File: src/shared/remote_io_pkg.sv
/*
 * Shared definitions for the remote parallel I/O mapper: sizes, channel and
 * control encodings, configuration and status carriers, timing constants.
 * Assumes a single 50 MHz system clock with a synchronous active-high reset.
 */
package remote_io_pkg;

	// ----------------------------------------------------------------
	// sizes
	// ----------------------------------------------------------------
	localparam int N_IN        = 24;
	localparam int N_OUT       = 24;
	localparam int SEL_W       = 5;
	localparam int PRESET_W    = 3;
	localparam int ALARM_W     = 16;
	localparam int OUT_IDX_W   = 4;
	localparam int STEP_W      = 16;

	// ----------------------------------------------------------------
	// timing
	// ----------------------------------------------------------------
	localparam int CLK_HZ          = 50_000_000;
	localparam int REPEAT_MS       = 500;
	localparam int REPEAT_CYCLES   = CLK_HZ / 1000 * REPEAT_MS;
	localparam int REPEAT_CNT_W    = 25;
	localparam int POWER_STEP_WATT = 100;

	// ----------------------------------------------------------------
	// encodings
	// ----------------------------------------------------------------
	typedef enum logic [3:0] {
		CH_NONE,
		CH_RF,
		CH_RESET,
		CH_PWR_INC,
		CH_PWR_DEC,
		CH_EXCITER,
		CH_AUTO_CO,
		CH_WATCHDOG,
		CH_PRESET
	} in_chan_e;

	typedef enum logic [3:0] {
		CT_FALL_ON,
		CT_RISE_ON,
		CT_FALL_OFF,
		CT_RISE_OFF,
		CT_FALL_TOG,
		CT_RISE_TOG,
		CT_RISE_ON_FALL_OFF,
		CT_FALL_ON_RISE_OFF,
		CT_ACTIVE_HIGH,
		CT_ACTIVE_LOW
	} in_ctrl_e;

	typedef enum logic [2:0] {
		OS_NONE,
		OS_RF_ON,
		OS_LOCAL,
		OS_EXCITER_A,
		OS_AUTO_CO,
		OS_PRESET,
		OS_MOD_LOSS,
		OS_ALARM
	} out_src_e;

	// ----------------------------------------------------------------
	// carriers
	// ----------------------------------------------------------------
	typedef struct packed {
		in_chan_e              chan;
		in_ctrl_e              ctrl;
		logic [PRESET_W-1:0]   preset;
	} in_cfg_s;

	typedef struct packed {
		out_src_e              src;
		logic [OUT_IDX_W-1:0]  idx;
		logic                  low_true;
	} out_cfg_s;

	typedef struct packed {
		logic                  rf_on;
		logic                  remote;
		logic                  exciter_b;
		logic                  auto_co;
		logic                  mod_loss;
		logic [PRESET_W-1:0]   preset;
		logic [ALARM_W-1:0]    alarm;
	} status_s;

	typedef struct packed {
		logic                  act;
		logic                  deact;
		logic                  tog;
	} in_event_s;

	localparam in_cfg_s  IN_CFG_RST  = '{chan: CH_NONE, ctrl: CT_FALL_ON, preset: '0};
	localparam out_cfg_s OUT_CFG_RST = '{src: OS_NONE, idx: '0, low_true: 1'b0};

endpackage : remote_io_pkg

File: src/design/input_interpreter.sv
/*
 * One remote input: synchroniser, edge and level detection, toggle memory
 * and hold-repeat timer. Produces one-cycle activate/deactivate events.
 * Assumes the pin is asynchronous to clk and clear pulses on each commit.
 */
`timescale 1ns/1ps
`default_nettype none

module input_interpreter #(
	parameter int REPEAT_CYCLES = remote_io_pkg::REPEAT_CYCLES,
	parameter int CNT_W         = remote_io_pkg::REPEAT_CNT_W
) (
	input  wire logic                     clk,        // system clock
	input  wire logic                     sys_rst,    // sync reset
	input  wire logic                     pin,        // raw remote input
	input  wire remote_io_pkg::in_ctrl_e  ctrl,       // committed interpretation
	input  wire logic                     repeat_en,  // hold repeats steps
	input  wire logic                     clear,      // commit strobe
	output logic                          level,      // synchronised level
	output remote_io_pkg::in_event_s      ev          // decoded events
);

	logic             sync1_reg;
	logic             sync2_reg;
	logic             prev_reg;
	logic             flip_reg;
	logic [CNT_W-1:0] cnt_reg;
	logic             rise;
	logic             fall;
	logic             lvl_on;
	logic             lvl_was;
	logic             fire;
	logic             cur_active;

	// ----------------------------------------------------------------
	// synchroniser and edge detect
	// ----------------------------------------------------------------
	always_ff @(posedge clk)
	begin
		if (sys_rst)
		begin
			sync1_reg <= 1'b0;
			sync2_reg <= 1'b0;
			prev_reg  <= 1'b0;
		end
		else
		begin
			sync1_reg <= pin;
			sync2_reg <= sync1_reg;
			prev_reg  <= sync2_reg;
		end
	end

	assign level = sync2_reg;
	assign rise  = sync2_reg & ~prev_reg;
	assign fall  = ~sync2_reg & prev_reg;

	// ----------------------------------------------------------------
	// level modes and hold-repeat timer
	// ----------------------------------------------------------------
	assign lvl_on  = (ctrl == remote_io_pkg::CT_ACTIVE_HIGH) ? sync2_reg : ~sync2_reg;
	assign lvl_was = (ctrl == remote_io_pkg::CT_ACTIVE_HIGH) ? prev_reg : ~prev_reg;
	assign fire    = repeat_en && lvl_on && (cnt_reg == CNT_W'(REPEAT_CYCLES - 1));

	always_ff @(posedge clk)
	begin
		if (sys_rst || clear || !lvl_on || !lvl_was || fire)
			cnt_reg <= '0;
		else
			cnt_reg <= cnt_reg + CNT_W'(1);
	end

	// ----------------------------------------------------------------
	// toggle memory: falling toggle starts out active
	// ----------------------------------------------------------------
	assign cur_active = flip_reg ^ (ctrl == remote_io_pkg::CT_FALL_TOG);

	always_ff @(posedge clk)
	begin
		if (sys_rst || clear)
			flip_reg <= 1'b0;
		else if ((ctrl == remote_io_pkg::CT_FALL_TOG && fall) || (ctrl == remote_io_pkg::CT_RISE_TOG && rise))
			flip_reg <= ~flip_reg;
	end

	// ----------------------------------------------------------------
	// event decode
	// ----------------------------------------------------------------
	always_comb
	begin
		ev = '0;
		case (ctrl)
			remote_io_pkg::CT_FALL_ON:          ev.act = fall;
			remote_io_pkg::CT_RISE_ON:          ev.act = rise;
			remote_io_pkg::CT_FALL_OFF:         ev.deact = fall;
			remote_io_pkg::CT_RISE_OFF:         ev.deact = rise;
			remote_io_pkg::CT_FALL_TOG:
			begin
				ev.tog   = fall;
				ev.act   = fall & ~cur_active;
				ev.deact = fall & cur_active;
			end
			remote_io_pkg::CT_RISE_TOG:
			begin
				ev.tog   = rise;
				ev.act   = rise & ~cur_active;
				ev.deact = rise & cur_active;
			end
			remote_io_pkg::CT_RISE_ON_FALL_OFF:
			begin
				ev.act   = rise;
				ev.deact = fall;
			end
			remote_io_pkg::CT_FALL_ON_RISE_OFF:
			begin
				ev.act   = fall;
				ev.deact = rise;
			end
			remote_io_pkg::CT_ACTIVE_HIGH,
			remote_io_pkg::CT_ACTIVE_LOW:
			begin
				ev.act   = (lvl_on & ~lvl_was) | fire;
				ev.deact = ~lvl_on & lvl_was;
			end
			default:                            ev = '0;
		endcase
	end

endmodule : input_interpreter

`default_nettype wire

File: src/design/output_mapper.sv
/*
 * One remote output: picks a status or alarm condition and applies the
 * configured polarity. Purely combinational; the caller registers the pin.
 * Assumes status inputs are already synchronous to the system clock.
 */
`timescale 1ns/1ps
`default_nettype none

module output_mapper (
	input  wire remote_io_pkg::out_cfg_s  cfg,     // committed output config
	input  wire remote_io_pkg::status_s   status,  // transmitter conditions
	output logic                          pin      // level for the pin
);

	logic cond;

	always_comb
	begin
		case (cfg.src)
			remote_io_pkg::OS_NONE:      cond = 1'b0;
			remote_io_pkg::OS_RF_ON:     cond = status.rf_on;
			remote_io_pkg::OS_LOCAL:     cond = ~status.remote;
			remote_io_pkg::OS_EXCITER_A: cond = ~status.exciter_b;
			remote_io_pkg::OS_AUTO_CO:   cond = status.auto_co;
			remote_io_pkg::OS_PRESET:    cond = (status.preset == cfg.idx[remote_io_pkg::PRESET_W-1:0]);
			remote_io_pkg::OS_MOD_LOSS:  cond = status.mod_loss;
			remote_io_pkg::OS_ALARM:     cond = status.alarm[cfg.idx];
			default:                     cond = 1'b0;
		endcase
		// low_true: pin low while the condition holds
		pin = cfg.low_true ? ~cond : cond;
	end

endmodule : output_mapper

`default_nettype wire

File: src/design/remote_io_mapper.sv
/*
 * Remote parallel I/O mapper: 24 remote inputs mapped onto transmitter
 * control commands and 24 remote outputs driven from status and alarms.
 * Assumes a 50 MHz clock, synchronous active-high reset, and that the
 * operator interface stages configuration and then pulses cfg_commit.
 */
//
// Overview of operation
// - 24 inputs, own channel, control, level
// - inputs other than watchdog ignored unless control is remote
// - unassigned input never affects the transmitter
// - rf input acts like local rf on/off
// - reset input starts full system reset
// - power step 100W, repeat every half second
// - exciter input selects exciter A or B
// - toggle mode inverts auto changeover state
// - watchdog input reboots the operator interface
// - preset input makes its preset active
// - selectable activating edge or level per input
// - selectable deactivating edge or level per input
// - falling toggle starts on, rising starts off
// - paired edge modes activate and deactivate
// - power inputs level sensitive, selectable polarity
// - preset inputs level sensitive, selectable polarity
// - 24 outputs, own source, polarity, level
// - output drives chosen alarm or status condition
// - rf status output with selectable polarity
// - local/remote output with selectable polarity
// - active exciter output with selectable polarity
// - changeover, preset, modulation loss outputs polarity
`timescale 1ns/1ps
`default_nettype none

module remote_io_mapper #(
	parameter int REPEAT_CYCLES = remote_io_pkg::REPEAT_CYCLES
) (
	input  wire logic                                   clk,                // 50 MHz system clock
	input  wire logic                                   sys_rst,            // sync reset, active high
	input  wire logic [remote_io_pkg::N_IN-1:0]          remote_in,          // remote input pins
	input  wire logic                                   remote_mode,        // 1 remote, 0 local (front panel)
	input  wire logic                                   rf_on_state,        // rf presently on
	input  wire logic                                   exciter_b_state,    // exciter b presently active
	input  wire logic                                   auto_co_state,      // auto changeover enabled
	input  wire logic [remote_io_pkg::PRESET_W-1:0]      active_preset,      // active preset number
	input  wire logic                                   mod_loss,           // modulation loss condition
	input  wire logic [remote_io_pkg::ALARM_W-1:0]       alarm_in,           // general alarm conditions
	input  wire logic                                   in_cfg_wr,          // stage one input config
	input  wire logic [remote_io_pkg::SEL_W-1:0]         in_cfg_sel,         // input number to stage
	input  wire remote_io_pkg::in_cfg_s                 in_cfg_data,        // staged input config
	input  wire logic                                   out_cfg_wr,         // stage one output config
	input  wire logic [remote_io_pkg::SEL_W-1:0]         out_cfg_sel,        // output number to stage
	input  wire remote_io_pkg::out_cfg_s                out_cfg_data,       // staged output config
	input  wire logic                                   cfg_commit,         // apply all staged config
	output logic [remote_io_pkg::N_IN-1:0]               remote_in_level,    // synchronised input levels
	output logic [remote_io_pkg::N_OUT-1:0]              remote_out,         // remote output pins
	output logic                                        rf_on_cmd,          // pulse: rf on request
	output logic                                        rf_off_cmd,         // pulse: rf off request
	output logic                                        reset_cmd,          // pulse: system reset
	output logic                                        watchdog_cmd,       // pulse: reboot operator_interface
	output logic                                        power_step_cmd,     // pulse: apply power step
	output logic signed [remote_io_pkg::STEP_W-1:0]      power_step_w,       // step size in watts, signed
	output logic                                        exciter_a_cmd,      // pulse: select exciter a
	output logic                                        exciter_b_cmd,      // pulse: select exciter b
	output logic                                        auto_co_on_cmd,     // pulse: enable auto changeover
	output logic                                        auto_co_off_cmd,    // pulse: disable auto changeover
	output logic                                        auto_co_toggle_cmd, // pulse: invert auto changeover
	output logic                                        preset_sel_cmd,     // pulse: make preset active
	output logic [remote_io_pkg::PRESET_W-1:0]           preset_sel_idx      // preset for preset_sel_cmd
);

	localparam int N_IN  = remote_io_pkg::N_IN;
	localparam int N_OUT = remote_io_pkg::N_OUT;
	localparam int PW    = remote_io_pkg::PRESET_W;

	// ----------------------------------------------------------------
	// configuration storage
	// ----------------------------------------------------------------
	remote_io_pkg::in_cfg_s   in_stage_reg [N_IN];
	remote_io_pkg::in_cfg_s   in_cfg_reg   [N_IN];
	remote_io_pkg::out_cfg_s  out_stage_reg[N_OUT];
	remote_io_pkg::out_cfg_s  out_cfg_reg  [N_OUT];
	logic                     clear_reg;

	// ----------------------------------------------------------------
	// per-input events and combined requests
	// ----------------------------------------------------------------
	remote_io_pkg::in_event_s ev    [N_IN];
	remote_io_pkg::status_s   status;
	logic [N_OUT-1:0]         out_level;
	logic                     rf_on_next;
	logic                     rf_off_next;
	logic                     reset_next;
	logic                     watchdog_next;
	logic                     inc_next;
	logic                     dec_next;
	logic                     exc_a_next;
	logic                     exc_b_next;
	logic                     co_on_next;
	logic                     co_off_next;
	logic                     co_tog_next;
	logic                     preset_next;
	logic [PW-1:0]            preset_idx_next;

	// in range and within the 24 inputs or outputs
	function automatic logic sel_ok(input logic [remote_io_pkg::SEL_W-1:0] sel, input int n);
		sel_ok = (int'(sel) < n);
	endfunction : sel_ok

	// watchdog stays usable in local control so a hung interface can be recovered
	function automatic logic gate_ok(input remote_io_pkg::in_chan_e chan, input logic remote);
		gate_ok = remote || (chan == remote_io_pkg::CH_WATCHDOG);
	endfunction : gate_ok

	// ----------------------------------------------------------------
	// staging: writes land in the shadow copy only
	// ----------------------------------------------------------------
	always_ff @(posedge clk)
	begin
		if (sys_rst)
		begin
			for (int i = 0; i < N_IN; i++)
				in_stage_reg[i] <= remote_io_pkg::IN_CFG_RST;
		end
		else if (in_cfg_wr && sel_ok(in_cfg_sel, N_IN))
			in_stage_reg[in_cfg_sel] <= in_cfg_data;
	end

	always_ff @(posedge clk)
	begin
		if (sys_rst)
		begin
			for (int i = 0; i < N_OUT; i++)
				out_stage_reg[i] <= remote_io_pkg::OUT_CFG_RST;
		end
		else if (out_cfg_wr && sel_ok(out_cfg_sel, N_OUT))
			out_stage_reg[out_cfg_sel] <= out_cfg_data;
	end

	// ----------------------------------------------------------------
	// commit: all settings switch over in one cycle
	// ----------------------------------------------------------------
	always_ff @(posedge clk)
	begin
		if (sys_rst)
		begin
			for (int i = 0; i < N_IN; i++)
				in_cfg_reg[i] <= remote_io_pkg::IN_CFG_RST;
			for (int i = 0; i < N_OUT; i++)
				out_cfg_reg[i] <= remote_io_pkg::OUT_CFG_RST;
		end
		else if (cfg_commit)
		begin
			for (int i = 0; i < N_IN; i++)
				in_cfg_reg[i] <= in_stage_reg[i];
			for (int i = 0; i < N_OUT; i++)
				out_cfg_reg[i] <= out_stage_reg[i];
		end
	end

	// toggle memories and repeat timers restart under the new settings
	always_ff @(posedge clk)
	begin
		if (sys_rst)
			clear_reg <= 1'b0;
		else
			clear_reg <= cfg_commit;
	end

	// ----------------------------------------------------------------
	// input channels
	// ----------------------------------------------------------------
	for (genvar g = 0; g < N_IN; g++)
	begin : g_in
		input_interpreter #(
			.REPEAT_CYCLES (REPEAT_CYCLES),
			.CNT_W         (remote_io_pkg::REPEAT_CNT_W)
		) u_in (
			.clk       (clk),
			.sys_rst   (sys_rst),
			.pin       (remote_in[g]),
			.ctrl      (in_cfg_reg[g].ctrl),
			.repeat_en (in_cfg_reg[g].chan == remote_io_pkg::CH_PWR_INC
			            || in_cfg_reg[g].chan == remote_io_pkg::CH_PWR_DEC),
			.clear     (clear_reg),
			.level     (remote_in_level[g]),
			.ev        (ev[g])
		);
	end

	// ----------------------------------------------------------------
	// merge events by channel; lowest numbered preset input wins
	// ----------------------------------------------------------------
	always_comb
	begin
		rf_on_next      = 1'b0;
		rf_off_next     = 1'b0;
		reset_next      = 1'b0;
		watchdog_next   = 1'b0;
		inc_next        = 1'b0;
		dec_next        = 1'b0;
		exc_a_next      = 1'b0;
		exc_b_next      = 1'b0;
		co_on_next      = 1'b0;
		co_off_next     = 1'b0;
		co_tog_next     = 1'b0;
		preset_next     = 1'b0;
		preset_idx_next = '0;
		for (int i = N_IN - 1; i >= 0; i--)
		begin
			if (gate_ok(in_cfg_reg[i].chan, remote_mode))
			begin
				case (in_cfg_reg[i].chan)
					remote_io_pkg::CH_NONE:     ;
					remote_io_pkg::CH_RF:
					begin
						rf_on_next  = rf_on_next | ev[i].act;
						rf_off_next = rf_off_next | ev[i].deact;
					end
					remote_io_pkg::CH_RESET:    reset_next = reset_next | ev[i].act;
					remote_io_pkg::CH_PWR_INC:  inc_next = inc_next | ev[i].act;
					remote_io_pkg::CH_PWR_DEC:  dec_next = dec_next | ev[i].act;
					remote_io_pkg::CH_EXCITER:
					begin
						exc_b_next = exc_b_next | ev[i].act;
						exc_a_next = exc_a_next | ev[i].deact;
					end
					remote_io_pkg::CH_AUTO_CO:
					begin
						co_tog_next = co_tog_next | ev[i].tog;
						co_on_next  = co_on_next | (ev[i].act & ~ev[i].tog);
						co_off_next = co_off_next | (ev[i].deact & ~ev[i].tog);
					end
					remote_io_pkg::CH_WATCHDOG: watchdog_next = watchdog_next | ev[i].act;
					remote_io_pkg::CH_PRESET:
					begin
						if (ev[i].act)
						begin
							preset_next     = 1'b1;
							preset_idx_next = in_cfg_reg[i].preset;
						end
					end
					default:                    ;
				endcase
			end
		end
	end

	// ----------------------------------------------------------------
	// command pulses
	// ----------------------------------------------------------------
	always_ff @(posedge clk)
	begin
		if (sys_rst)
		begin
			rf_on_cmd    <= 1'b0;
			rf_off_cmd   <= 1'b0;
			reset_cmd    <= 1'b0;
			watchdog_cmd <= 1'b0;
		end
		else
		begin
			// off wins a same-cycle conflict as the safer request
			rf_on_cmd    <= rf_on_next & ~rf_off_next;
			rf_off_cmd   <= rf_off_next;
			reset_cmd    <= reset_next;
			watchdog_cmd <= watchdog_next;
		end
	end

	// opposite power steps in one cycle cancel out
	always_ff @(posedge clk)
	begin
		if (sys_rst)
		begin
			power_step_cmd <= 1'b0;
			power_step_w   <= '0;
		end
		else
		begin
			power_step_cmd <= inc_next ^ dec_next;
			if (inc_next && !dec_next)
				power_step_w <= remote_io_pkg::STEP_W'(remote_io_pkg::POWER_STEP_WATT);
			else if (dec_next && !inc_next)
				power_step_w <= -remote_io_pkg::STEP_W'(remote_io_pkg::POWER_STEP_WATT);
		end
	end

	// conflicting exciter requests in one cycle are both dropped
	always_ff @(posedge clk)
	begin
		if (sys_rst)
		begin
			exciter_a_cmd <= 1'b0;
			exciter_b_cmd <= 1'b0;
		end
		else
		begin
			exciter_a_cmd <= exc_a_next & ~exc_b_next;
			exciter_b_cmd <= exc_b_next & ~exc_a_next;
		end
	end

	always_ff @(posedge clk)
	begin
		if (sys_rst)
		begin
			auto_co_on_cmd     <= 1'b0;
			auto_co_off_cmd    <= 1'b0;
			auto_co_toggle_cmd <= 1'b0;
		end
		else
		begin
			auto_co_toggle_cmd <= co_tog_next;
			auto_co_on_cmd     <= co_on_next & ~co_off_next & ~co_tog_next;
			auto_co_off_cmd    <= co_off_next & ~co_tog_next;
		end
	end

	always_ff @(posedge clk)
	begin
		if (sys_rst)
		begin
			preset_sel_cmd <= 1'b0;
			preset_sel_idx <= '0;
		end
		else
		begin
			preset_sel_cmd <= preset_next;
			if (preset_next)
				preset_sel_idx <= preset_idx_next;
		end
	end

	// ----------------------------------------------------------------
	// output channels
	// ----------------------------------------------------------------
	assign status = '{rf_on: rf_on_state, remote: remote_mode, exciter_b: exciter_b_state,
	                  auto_co: auto_co_state, mod_loss: mod_loss, preset: active_preset,
	                  alarm: alarm_in};

	for (genvar g = 0; g < N_OUT; g++)
	begin : g_out
		output_mapper u_out (
			.cfg    (out_cfg_reg[g]),
			.status (status),
			.pin    (out_level[g])
		);
	end

	// the pin register doubles as the reported output level
	always_ff @(posedge clk)
	begin
		if (sys_rst)
			remote_out <= '0;
		else
			remote_out <= out_level;
	end

endmodule : remote_io_mapper

`default_nettype wire

File: config.mk
export PLATFORM = sky130hd
export DESIGN_NAME = remote_io_mapper
export DESIGN_NICKNAME = d
export VERILOG_FILES = /design/src/shared/remote_io_pkg.sv /design/src/design/input_interpreter.sv /design/src/design/output_mapper.sv /design/src/design/remote_io_mapper.sv
export SDC_FILE = /design/constraint.sdc
export NUM_CORES = 2
export LEC_CHECK = 0
export ABC_AREA = 1
export BUFFER_PORTS_ARGS = -buffer_cell sky130_fd_sc_hd__buf_4
export CAP_MARGIN = 15
export CORE_ASPECT_RATIO = 1.25
export CORE_MARGIN = 1.5
export CORE_UTILIZATION = 45
export CTS_CLUSTER_SIZE = 14
export DETAILED_ROUTE_END_ITERATION = 6
export PLACE_DENSITY_LB_ADDON = 0.3
export SLEW_MARGIN = 15
export SYNTH_ARGS = -nofsm -noshare
export SYNTH_HDL_FRONTEND = slang
export SYNTH_SLANG_ARGS = --single-unit
File: constraint.sdc
create_clock -name clk -period 17.5 [get_ports clk]
set_input_delay 0.875 -clock clk [delete_from_list [all_inputs] [get_ports clk]]
set_output_delay 0.875 -clock clk [all_outputs]
set_load 0.01 [all_outputs]
==> flow_metrics.env <==
export IMPL_run_status="finished with violations"
export IMPL_violations_in_the_final_reports="design-rule violations"
export IMPL_dp_hpwl_um=149000
export IMPL_rsz0062_at_grt="false"
export IMPL_vdd_ir_drop_worst_mv=0.119
export IMPL_worstHoldPathType="input port to flip-flop"
export IMPL_maximum_number_of_pins_on_one_net_before_global_route_repair=183
export IMPL_total_routing_usage_gr=0.231
export IMPL_die_w_um=382
export IMPL_clock_tree_from_tritoncts="yes"
export IMPL_drv_slew=0
export IMPL_fill_cells=16522
export IMPL_placed_area_um2=83900
export IMPL_clock_transition_at_the_registers_of_the_reported_paths_ns=0.06
export IMPL_post_route_min_period_ns=4.32
export IMPL_grt_pass1_wl_um=333000
export IMPL_globalRouteOverflowTotal=0
export IMPL_clock_skew_ns=0.0373
export IMPL_postCtsSetupRepairBufs=0
export IMPL_final_layout_size_suffix_gt1_frac=0.0656
export IMPL_postSynthRegisterBits=1650
export IMPL_postSynth_asyncResetShare=0
export IMPL_synth_enable_flop_cells=912
export IMPL_gp_congestion=0.987
export IMPL_initial_core_util=0.453
export IMPL_worstPathRequired_ns=17.94
export IMPL_period_share=0.247
export IMPL_synthDistinctLibCells=82
export IMPL_clock_latency_reported_for_the_late_side_of_the_worst_skew_pair_ns=0.83
export IMPL_place_port_buffers=157
export IMPL_cts_repair_resize_count=0
export IMPL_max_clock_path_buffers=3
export IMPL_synth_area_top_cells="sky130_fd_sc_hd__edfxtp_1 (34%), sky130_fd_sc_hd__dfxtp_1 (18%), sky130_fd_sc_hd__nor2_1 (8.7%)"
export IMPL_cp_end_kind="flip-flop"
export IMPL_finalSetupViolCount=0
export IMPL_synth_seq_area_share=0.523
export IMPL_multi_input_comb_area_um2=30600
export IMPL_die_area_um2=182000
export IMPL_cp_slowest_cell="sky130_fd_sc_hd__nand2_4"
export IMPL_first_global_vias=62590
export IMPL_relative_contribution_of_combinational_cells_to_total_power=0.074
export IMPL_max_cap_violations=0
export IMPL_slew_limit_headroom=0.182
export IMPL_synth_ff_type="sky130_fd_sc_hd__edfxtp_1"
export IMPL_powerDensity_nw_per_um2=97.3
export IMPL_critical_path_top_cell_by_count="sky130_fd_sc_hd__buf_4"
export IMPL_synth_area_per_cell_um2=8.10
export IMPL_yosysWarnings=0
export IMPL_num_rows=173
export IMPL_p_sw_w=0.00215
export IMPL_worstMarginPinSlew_ns=1.22
export IMPL_drt_pre_antenna_iters=7
export IMPL_power_leakage_nw=34.9
export IMPL_max_freq_mhz=232
export IMPL_crit_chain="buf_8, clkinv_2, nand2_4, buf_4, buf_4"
export IMPL_clockPowerShare=0.427
export IMPL_timing_setup_critical_path_class="input port to flip-flop"
export IMPL_sink_count_of_the_clock_tree=1650
export IMPL_sw_share=0.246
export IMPL_ff_latch_area_um2=42200
export IMPL_netlist_instances=9957
export IMPL_htree_num_levels=4
export IMPL_via_count=66911
export IMPL_final_nets=10127
export IMPL_design_area_um2=89700
export IMPL_design_portCount=160
export IMPL_largest_reg_flops=600
export IMPL_clock_root_buffer="sky130_fd_sc_hd__clkbuf_16"
export IMPL_worst_path_max_stage_delay_ns=1.02
export IMPL_timing_critical_path_arrival_ns=4.76
export IMPL_dr_first_iter_drc_count=6040
export IMPL_cts_hold_buffers_added=0
export IMPL_cell_internal_pwr_w=0.00658
export IMPL_synth_top_area_frac=0.340
export IMPL_synth_area_leader_cell="sky130_fd_sc_hd__edfxtp_1"
export IMPL_areaGrowthSynthToFinish_pct=11.3
export IMPL_number_of_antenna_violations_at_the_first_check_in_global_routing=11
export IMPL_route_antenna_remaining_nets=0
export IMPL_numCtsBuffers=167
export IMPL_final_setup_tns_ns=0
export IMPL_timing_final_hold_violations=0
export IMPL_core_area_um2=178000
export IMPL_startpoint_type="input port"
export IMPL_seq_power_share=0.499
export IMPL_route_final_wire_length_um=216000
export IMPL_drt_wirelength_per_cell_um=17.3
export IMPL_mappedNetlistArea_um2=80600
export IMPL_remaining_drc_errors=3
export IMPL_drt_vias_per_instance=5.34
export IMPL_crit_path_max_fanout=82
export IMPL_die_height_um=476
## power by group through the flow
stage                     logic [W]  clock network, W  registers, W
after floorplan            0.000428                 0       0.00442
after global placement     0.000619                 0       0.00443
after detailed placement   0.000635                 0       0.00444
after CTS                  0.000639           0.00380       0.00435
after global routing       0.000711           0.00395       0.00437
final                      0.000645           0.00373       0.00436
## kinds of logic (layout without fill, tap and decap cells)
family,count (synthesis),count (layout),synth area share
AO/OA/AOI/OAI,1354,1354,0.101
AND/OR/NAND/NOR,4667,4667,0.252
XOR/XNOR,200,200,0.0219
other,1,6,0.0000465
adder cells (fa/ha/maj),26,26,0.00403
flip-flops,1650,1650,0.523
buffers and inverters,2059,2262,0.0979
## placed cells by master (no fill, tap or decap), drive strengths merged, types with 179 or more instances in the layout
| cell | count |
|---|---|
| nor2 | 1884 |
| inv | 1719 |
| nand2 | 1397 |
| edfxtp | 912 |
| dfxtp | 738 |
| a21oi | 486 |
| nand3 | 430 |
| nor3 | 424 |
| o21ai | 416 |
| clkbuf | 230 |
| buf | 214 |
| nand4 | 179 |
## final cells by class
type | instances | area share
tap | 2362 | 0.0329
clock buffer | 230 | 0.0532
sequential | 1650 | 0.470
clock inverter | 81 | 0.0116
timing repair buffer | 214 | 0.0183
multi-input combinational | 6249 | 0.341
inverter | 1737 | 0.0728
antenna | 4 | 0.000112
## metal layers
metal  share of wire  track usage  vias up
li1                -            -    32899
met1            0.40        0.282    31228
met2            0.49        0.404     2268
met3           0.073       0.0386      504
met4           0.039       0.0942       12
met5         0.00031            0        -
## path summary, 6_finish.rpt
kind,start,end,cells after the start,slack [ns]
worst max register to register,g_in[6].u_in.level$_SDFF_PP0_,power_step_w[5]$_SDFFE_PP0P_,16,13.48
worst max-delay path,sys_rst,in_cfg_reg[0][200]$_SDFFCE_PP0P_,5,13.18
worst min-delay path,remote_in[8],g_in[8].u_in.sync1_reg$_SDFF_PP0_,3,0.25
worst min register to register,g_in[6].u_in.sync1_reg$_SDFF_PP0_,g_in[6].u_in.level$_SDFF_PP0_,2,0.39
## per-stage QoR
step	setup slack, ns	total power [W]	util	cells	hold slack [ns]
2_1_floorplan	5.35	0.00485	-	9958	0.388
3_3_place_gp	12.51	0.00505	0.471	12209	0.389
3_5_place_dp	12.42	0.00507	0.471	12209	0.396
4_1_cts	13.33	0.00880	0.504	12520	0.190
5_1_grt	12.99	0.00903	0.504	12525	0.221
6_report	13.18	0.00874	0.504	12527	0.251
## synth_stat cells, types with 42 or more instances
master / n
sky130_fd_sc_hd__dfxtp_1: 738
sky130_fd_sc_hd__nor2_1: 1870
sky130_fd_sc_hd__a221oi_1: 48
sky130_fd_sc_hd__a31oi_1: 61
sky130_fd_sc_hd__edfxtp_1: 912
sky130_fd_sc_hd__nand4_1: 177
sky130_fd_sc_hd__o31ai_1: 42
sky130_fd_sc_hd__nand3_1: 429
sky130_fd_sc_hd__nor4_1: 143
sky130_fd_sc_hd__nor3b_1: 117
sky130_fd_sc_hd__nor3_1: 416
sky130_fd_sc_hd__xor2_1: 166
sky130_fd_sc_hd__nand2_1: 1376
sky130_fd_sc_hd__o21a_1: 46
sky130_fd_sc_hd__o21ai_0: 406
sky130_fd_sc_hd__o211ai_1: 54
sky130_fd_sc_hd__inv_2: 65
sky130_fd_sc_hd__a21oi_1: 481
sky130_fd_sc_hd__inv_1: 1654
sky130_fd_sc_hd__clkbuf_1: 265
## critical path: cells and delay by family
family        cells  cell delay [ns]
simple gates      1             1.02
buf+inv           4             2.62
(Power assumes the default switching activity.)
